$ cat src/core/cfg_ctl_pkg.sv
package cfg_ctl_pkg;
    // register indices in the configuration register space
    localparam logic [4:0] CTL_IDX = 5'h05;
    localparam logic [4:0] MASK_IDX = 5'h06;
    localparam logic [4:0] STATE_IDX = 5'h08;
    // byte addresses on the register bus: four times the index
    localparam logic [7:0] CTL_ADDR = {1'b0, CTL_IDX, 2'b00};
    localparam logic [7:0] MASK_ADDR = {1'b0, MASK_IDX, 2'b00};
    localparam logic [7:0] STATE_ADDR = {1'b0, STATE_IDX, 2'b00};
    // frame register indices seen by the access checker
    localparam logic [4:0] FRAME_ADDR_IDX = 5'h01;
    localparam logic [4:0] FRAME_DATA_IDX = 5'h02;
    // control word field positions
    localparam int KEY_SRC_BIT = 31;
    localparam int PORT_SEL_BIT = 30;
    localparam int OVERHEAT_BIT = 12;
    localparam int FALLBACK_DIS_BIT = 10;
    localparam int MEM_MASK_N_BIT = 8;
    localparam int FAR_SRC_BIT = 7;
    localparam int DECRYPT_BIT = 6;
    localparam int SEC_HI_BIT = 5;
    localparam int SEC_LO_BIT = 4;
    localparam int PERSIST_BIT = 3;
    localparam int USER_FLOAT_N_BIT = 0;
    // reset values
    localparam logic [31:0] CTL_RESET = 32'h0000_0481;
    localparam logic [31:0] MASK_RESET = 32'hFFFF_FFFF;
    localparam logic [1:0] SEC_RESET = 2'h0;
    // security level encodings
    localparam logic [1:0] SEC_OPEN = 2'h0;
    localparam logic [1:0] SEC_NO_READ = 2'h1;
    // frame address readback width
    localparam int FAR_W = 24;
endpackage : cfg_ctl_pkg

$ cat src/core/config_control_word_zero.sv
// Contract
// RULE_01 - control word sits at configuration register index 00101
// RULE_02 - every control word write passes through the write mask
// RULE_03 - bit 31 picks key source: 0 battery memory, 1 fuse key
// RULE_04 - key source is frozen once decrypt enable is set; bit stays read/write
// RULE_05 - bit 30 picks internal port: 0 top, 1 bottom
// RULE_06 - bit 12 enables power-down on over-temperature alarm
// RULE_07 - bit 10: 0 falls back on failure, 1 halts (default)
// RULE_08 - bit 8 low masks changeable memory readback, default masked
// RULE_09 - bit 7: 0 returns ECC error frame, 1 readback CRC address
// RULE_10 - bit 6 enables the bitstream decryptor, default off
// RULE_11 - bits 5:4 security: 00 open, 01 no readback, 1x no access
// RULE_12 - security level restricts the external port only
// RULE_13 - new level acts at encrypted stream end or after startup
// RULE_14 - at levels 00/01 encrypted writes reach only frame regs
// RULE_15 - bit 3 keeps the configuration interface alive after done
// RULE_16 - bit 0 low floats all user I/Os, default active
// RULE_17 - user float plus configuration float also turns off pull-ups
// RULE_18 - write mask register sits at index 00110
// RULE_19 - configuration float low holds all user I/Os floating
// RULE_20 - mask bit 1 updates control bit, 0 keeps it
// RULE_21 - reads return every bit, reserved bits keep written value
//
// Chosen here: the APB slave port.
`timescale 1ns/1ns
module config_control_word_zero
    import cfg_ctl_pkg::*;
(
    // clock and reset
    input wire logic pclk,
    input wire logic presetn,
    // apb slave
    input wire logic psel,
    input wire logic penable,
    input wire logic pwrite,
    input wire logic [7:0] paddr,
    input wire logic [31:0] pwdata,
    input wire logic [3:0] pstrb,
    output logic [31:0] prdata,
    output logic pready,
    output logic pslverr,
    // pins from outside the clock domain
    input wire logic cfg_io_float_n,
    input wire logic overheat_alarm,
    // configuration logic status
    input wire logic startup_finished,
    input wire logic encrypted_stream_end,
    input wire logic config_done,
    input wire logic config_failed,
    input wire logic [FAR_W-1:0] ecc_error_frame_addr,
    input wire logic [FAR_W-1:0] readback_crc_addr,
    // access check requests
    input wire logic acc_valid,
    input wire logic acc_internal,
    input wire logic acc_write,
    input wire logic acc_encrypted,
    input wire logic [4:0] acc_reg,
    output logic acc_grant,
    output logic acc_deny,
    // control outputs
    output logic key_source_select,
    output logic internal_port_select,
    output logic overheat_power_down,
    output logic fallback_start,
    output logic config_halt,
    output logic readback_mem_mask_n,
    output logic [FAR_W-1:0] frame_addr_readback,
    output logic decrypt_enable,
    output logic [1:0] security_level,
    output logic cfg_port_active,
    output logic user_io_hiz,
    output logic pullup_off
);
    logic [31:0] ctl_q;
    logic [31:0] ctl_d;
    logic [31:0] mask_q;
    logic key_q;
    logic [1:0] sec_q;
    logic startup_seen_q;
    logic cfg_float_n_s;
    logic alarm_s;
    logic setup_ph;
    logic access_ph;
    logic wr_ctl;
    logic wr_mask;
    logic mapped;
    logic [31:0] state_word;

    // pins cross into pclk first; configuration float resets asserted
    sync2 #(
        .WIDTH(2),
        .RST_VAL(2'b00)
    ) u_pin_sync (
        .clk(pclk),
        .rst_n(presetn),
        .async_in({cfg_io_float_n, overheat_alarm}),
        .sync_out({cfg_float_n_s, alarm_s})
    );

    // bus phase decode; writes land only in the completing access cycle
    assign setup_ph = psel && !penable;
    assign access_ph = psel && penable && pready;
    assign mapped = (paddr == CTL_ADDR) || (paddr == MASK_ADDR) || (paddr == STATE_ADDR);
    assign wr_ctl = access_ph && pwrite && (paddr == CTL_ADDR) && !pslverr; // RULE_01
    assign wr_mask = access_ph && pwrite && (paddr == MASK_ADDR) && !pslverr; // RULE_18

    // masked merge: a clear mask bit holds the old control bit
    always_comb begin
        ctl_d = (ctl_q & ~mask_q) | (pwdata & mask_q); // RULE_02 RULE_20
    end

    // read-only view of the block's own effective state
    assign state_word = {24'h00_0000, pullup_off, user_io_hiz, cfg_port_active,
                         config_halt, sec_q, startup_seen_q, key_q};

    // apb handshake: no wait state; read data leaves a flop loaded in the setup cycle
    always_ff @(posedge pclk or negedge presetn) begin
        if (!presetn) begin
            pready <= 1'b0;
            pslverr <= 1'b0;
            prdata <= 32'h0000_0000;
        end else if (setup_ph) begin
            pready <= 1'b1;
            // writes to the state view and byte-partial writes are refused
            pslverr <= !mapped || (pwrite && (paddr == STATE_ADDR))
                       || (pwrite && (pstrb != 4'hF));
            if (pwrite || !mapped) begin
                prdata <= 32'h0000_0000;
            end else if (paddr == CTL_ADDR) begin
                prdata <= ctl_q; // RULE_21
            end else if (paddr == MASK_ADDR) begin
                prdata <= mask_q;
            end else begin
                prdata <= state_word;
            end
        end else begin
            pready <= 1'b0;
            pslverr <= 1'b0;
        end
    end

    // control word: reserved bits are stored like any other
    always_ff @(posedge pclk or negedge presetn) begin
        if (!presetn) begin
            ctl_q <= CTL_RESET;
        end else if (wr_ctl) begin
            ctl_q <= ctl_d; // RULE_02 RULE_21
        end
    end

    // write mask register
    always_ff @(posedge pclk or negedge presetn) begin
        if (!presetn) begin
            mask_q <= MASK_RESET;
        end else if (wr_mask) begin
            mask_q <= pwdata; // RULE_18
        end
    end

    // effective key source: follows writes only while decryption was off,
    // so the write that sets decrypt enable still captures its key bit
    always_ff @(posedge pclk or negedge presetn) begin
        if (!presetn) begin
            key_q <= CTL_RESET[KEY_SRC_BIT];
        end else if (wr_ctl && !ctl_q[DECRYPT_BIT]) begin
            key_q <= ctl_d[KEY_SRC_BIT]; // RULE_04
        end
    end

    // security level goes live at encrypted stream end with decryption on, or once startup is done with it off
    always_ff @(posedge pclk or negedge presetn) begin
        if (!presetn) begin
            sec_q <= SEC_RESET;
            startup_seen_q <= 1'b0;
        end else begin
            startup_seen_q <= startup_finished;
            if (ctl_q[DECRYPT_BIT] && encrypted_stream_end) begin
                sec_q <= ctl_q[SEC_HI_BIT:SEC_LO_BIT]; // RULE_13
            end else if (!ctl_q[DECRYPT_BIT] && startup_finished) begin
                sec_q <= ctl_q[SEC_HI_BIT:SEC_LO_BIT]; // RULE_13
            end
        end
    end

    // access checker: internal port bypasses the security level
    always_ff @(posedge pclk or negedge presetn) begin
        if (!presetn) begin
            acc_grant <= 1'b0;
            acc_deny <= 1'b0;
        end else if (!acc_valid) begin
            acc_grant <= 1'b0;
            acc_deny <= 1'b0;
        end else if (acc_internal) begin
            acc_grant <= 1'b1; // RULE_12
            acc_deny <= 1'b0;
        end else if (sec_q[1]) begin
            acc_grant <= 1'b0; // RULE_11
            acc_deny <= 1'b1;
        end else if (!acc_write) begin
            acc_grant <= (sec_q == SEC_OPEN); // RULE_11
            acc_deny <= (sec_q != SEC_OPEN);
        end else if (acc_encrypted) begin
            acc_grant <= (acc_reg == FRAME_ADDR_IDX) || (acc_reg == FRAME_DATA_IDX); // RULE_14
            acc_deny <= !((acc_reg == FRAME_ADDR_IDX) || (acc_reg == FRAME_DATA_IDX));
        end else begin
            acc_grant <= 1'b1;
            acc_deny <= 1'b0;
        end
    end

    // field outputs, all registered
    always_ff @(posedge pclk or negedge presetn) begin
        if (!presetn) begin
            key_source_select <= CTL_RESET[KEY_SRC_BIT];
            internal_port_select <= CTL_RESET[PORT_SEL_BIT];
            readback_mem_mask_n <= CTL_RESET[MEM_MASK_N_BIT];
            decrypt_enable <= CTL_RESET[DECRYPT_BIT];
            security_level <= SEC_RESET;
            frame_addr_readback <= '0;
        end else begin
            key_source_select <= key_q; // RULE_03
            internal_port_select <= ctl_q[PORT_SEL_BIT]; // RULE_05
            readback_mem_mask_n <= ctl_q[MEM_MASK_N_BIT]; // RULE_08
            decrypt_enable <= ctl_q[DECRYPT_BIT]; // RULE_10
            security_level <= sec_q; // RULE_11
            frame_addr_readback <= ctl_q[FAR_SRC_BIT] ? readback_crc_addr
                                                      : ecc_error_frame_addr; // RULE_09
        end
    end

    // power, failure and port persistence
    always_ff @(posedge pclk or negedge presetn) begin
        if (!presetn) begin
            overheat_power_down <= 1'b0;
            fallback_start <= 1'b0;
            config_halt <= 1'b0;
            cfg_port_active <= 1'b1;
        end else begin
            overheat_power_down <= ctl_q[OVERHEAT_BIT] && alarm_s; // RULE_06
            // fallback is a pulse per failure report; halt is sticky till reset
            fallback_start <= config_failed && !ctl_q[FALLBACK_DIS_BIT]; // RULE_07
            if (config_failed && ctl_q[FALLBACK_DIS_BIT]) begin
                config_halt <= 1'b1; // RULE_07
            end
            cfg_port_active <= !config_done || ctl_q[PERSIST_BIT]; // RULE_15
        end
    end

    // user I/O float and pull-up control; both floats are active low
    always_ff @(posedge pclk or negedge presetn) begin
        if (!presetn) begin
            user_io_hiz <= 1'b1;
            pullup_off <= 1'b0;
        end else begin
            user_io_hiz <= !ctl_q[USER_FLOAT_N_BIT] || !cfg_float_n_s; // RULE_16 RULE_19
            pullup_off <= !ctl_q[USER_FLOAT_N_BIT] && !cfg_float_n_s; // RULE_17
        end
    end
endmodule : config_control_word_zero

$ cat src/core/sync2.sv
`timescale 1ns/1ns
// two-flop synchroniser for asynchronous pin levels
module sync2 #(
    parameter int WIDTH = 1,
    parameter logic [WIDTH-1:0] RST_VAL = '0
) (
    // clock and reset
    input wire logic clk,
    input wire logic rst_n,
    // levels
    input wire logic [WIDTH-1:0] async_in,
    output logic [WIDTH-1:0] sync_out
);
    logic [WIDTH-1:0] meta_q;

    // first stage feeds only the second stage
    always_ff @(posedge clk or negedge rst_n) begin
        if (!rst_n) begin
            meta_q <= RST_VAL;
            sync_out <= RST_VAL;
        end else begin
            meta_q <= async_in;
            sync_out <= meta_q;
        end
    end
endmodule : sync2

$ cat config.mk
export PLATFORM = sky130hd
export DESIGN_NAME = config_control_word_zero
export DESIGN_NICKNAME = d
export VERILOG_FILES = /design/src/core/cfg_ctl_pkg.sv /design/src/core/config_control_word_zero.sv /design/src/core/sync2.sv
export SDC_FILE = /design/constraint.sdc
export NUM_CORES = 1
export LEC_CHECK = 0
export ABC_AREA = 1
export BUFFER_PORTS_ARGS = -buffer_cell sky130_fd_sc_hd__buf_4
export CAP_MARGIN = 20
export CELL_PAD_IN_SITES_DETAIL_PLACEMENT = 1
export CELL_PAD_IN_SITES_GLOBAL_PLACEMENT = 2
export CORE_MARGIN = 2
export CORE_UTILIZATION = 32
export CTS_CLUSTER_DIAMETER = 80
export CTS_CLUSTER_SIZE = 14
export DETAILED_ROUTE_END_ITERATION = 8
export GPL_ROUTABILITY_DRIVEN = 0
export PLACE_DENSITY_LB_ADDON = 0.25
export SYNTH_ARGS = -nofsm -noshare
export SYNTH_HDL_FRONTEND = slang
export SYNTH_SLANG_ARGS = --single-unit
$ cat constraint.sdc
create_clock -name pclk -period 3.75 [get_ports pclk]
set_clock_uncertainty 0.1 [all_clocks]
set_input_delay 0 -clock pclk [delete_from_list [all_inputs] [get_ports pclk]]
set_output_delay 0 -clock pclk [all_outputs]
set_load 0.005 [all_outputs]
==> metrics.cfg <==
[status]
status=complete, no violations

[yosys]
ys_ff_latch=144
yosys_warnings=0
syn_nets=880
synth_top_area_cell=dfrtp_1
netlist_top_cells_area=dfrtp_1, nand2_1, dfstp_2
synth_cell_types=28
synth.avg_cell_area_sq_um=8.32
synthCells=768
yosysSeqAreaShare_pct=57.1
synthDominantCellAreaShare_pct=41.9
syn-cell-area_sq_um=6390

[sta]
max_freq_mhz=405
setup_tns_ps=0
tightest_slew_ps=897
rsz0062_at_grt=false
layout_min_cycle_time_ps=2470
finalWorstSetupSlack_ps=1280
setup_viol=0
hold_viol=0
finalCritPeriodShare_pct=65.9
slew_viol_final=0
relSlewSlack_pct=40.2

[cells_and_area]
n_antenna_cell=0
nFillCells=2355
layout_commonest_cell=nand2_1
syn2layout_area_growth_pct=49.7
utilization_pct=49.0
layout-drive-gt1-share_pct=26.7
final_cell_mix=nand2_1, buf_4, inv_1
nNetsFinal=1150

[setup_path]
path_class=flip-flop to flip-flop
startpoint_type=flip-flop
critical_path_required_ps=3960
ff2ff_path_depth=4
cp_data_arrival_time_ps=2680
crit_fanout=26
cp-end-kind=flip-flop

[global_route]
grt-ovfl-total=0
antenna_found_initial=0
grt_max_degree=95
grt_pass1_vias=6251
grt_usage_pct=18.9
grt_pass1_wl_mm=32.0

[pwr]
p_total_mw=3.77
p_leak_nw=4.93
p_per_area_nw_per_um2=395
vdd_drop_max_uv=313

[clocking]
htree_levels=4
numCtsBuffers=17
clk_latency_ps=420
tritoncts=built
clk_pin_slew_worst_paths_ps=60
ctsResizeCount=0
clock-sinks=144
cts_setup_buffers=0
cts_root_buffer=clkbuf_16
clock_tree.buffer_depth=2

[floorplan]
core_area_sq_um=19500
initial_core_util_pct=32.7
dieArea_sq_um=21100
num_io_pins=184
rows=51
die_width_um=145
fp.dieH_um=145

[place]
hpwlAfterDp_mm=11.8
place_ws_ps=1240
numPortBuffers=183

[route]
num_vias=5825
drtIter0Drc=270
first_pass_iters=4
drt-total-wl_mm=19.1
wire_per_inst_um=14.5
drc=0
route.antenna.remaining_nets=0
via_per_inst=4.43

[worst_hold_path]
hold_path.class=primary input to flip-flop
hold_depth=8

[flow_run]
max_cap_violations=0

## final cells by class
type | count | area, sq um | area share, %
sequential | 144 | 3650 | 38.2
timing repair buffer | 282 | 2370 | 24.8
multi-input combinational | 466 | 2070 | 21.6
inverter | 127 | 483 | 5.05
clock buffer | 19 | 443 | 4.63
tap | 265 | 332 | 3.47
clock inverter | 13 | 209 | 2.19
## cells by family (layout without fill, tap and decap cells)
logic type / count (synthesis) / count (layout) / synth area share [%]
compound gates: 94 / 94 / 7.46
xor+xnor: 1 / 1 / 0.137
buf+inv: 158 / 441 / 10.5
flops: 144 / 144 / 57.1
simple gates: 371 / 371 / 24.8
## where the power goes
part	internal [mW]	total (mW)	switching (mW)
Clock	1.20	1.89	0.693
Sequential	1.58	1.58	0.00699
Combinational	0.176	0.296	0.119
## worst paths after layout
| kind | from | end | slack, ps |
|---|---|---|---|
| setup / recovery | flip-flop | frame_addr_readback[16]$_DFF_PN0_ | 1280 |
| setup reg to reg | flip-flop | frame_addr_readback[16]$_DFF_PN0_ | 1280 |
| max in group asynchronous | presetn | mask_q[17]$_DFFE_PN1P_ | 2540 |
| hold reg to reg | u_pin_sync.meta_q[0]$_DFF_PN0_ | u_pin_sync.sync_out[0]$_DFF_PN0_ | 250 |
| min in group asynchronous | presetn | acc_grant$_DFF_PN0_ | 150 |
| hold / removal | paddr[7] | prdata[31]$_DFFE_PN0P_ | 40 |
## cells in the mapped netlist, drive strengths merged
cell type / count
a21oi: 3
buf: 20
clkbuf: 11
clkinv: 1
dfrtp: 107
dfstp: 37
inv: 126
nand2: 282
nand3: 52
nand4: 1
nor2: 34
nor3: 2
o21ai: 86
o22ai: 5
xor2: 1
## routing by layer
layer / up-vias / track usage (%) / share of wire [%] / wire length (um)
li1: 2866 / - / - / -
met1: 2826 / 23.6 / 44 / 8470
met2: 113 / 32.5 / 50 / 9580
met5: - / 0 / 0 / 0
met3: 20 / 4.09 / 3.8 / 728
met4: 0 / 5.93 / 1.6 / 299
## worst max-delay path, cell delays in order (launching register included)
cell and delay (ps):
dfstp_2 850, inv_1 530, nand2_1 220, nand2_1 80, dlygate4sd3_1 560
## stage by stage
step,instances,hold WS [ps],instance area (sq um)
after floorplan,768,-396,6390
after global placement,1188,11.2,7950
after detailed placement,1188,10.3,7950
after CTS,1316,33.0,9560
after global routing,1316,94.4,9560
final,1316,38.0,9560
## timing repair
| action | 4_1_cts | 5_1_grt |
|---|---|---|
| hold buffers | 96 | 0 |
| hold endpoints to repair | 171 | 0 |
| setup endpoints to repair | 0 | 0 |
Note: power is estimated with default switching activity, not from simulation.
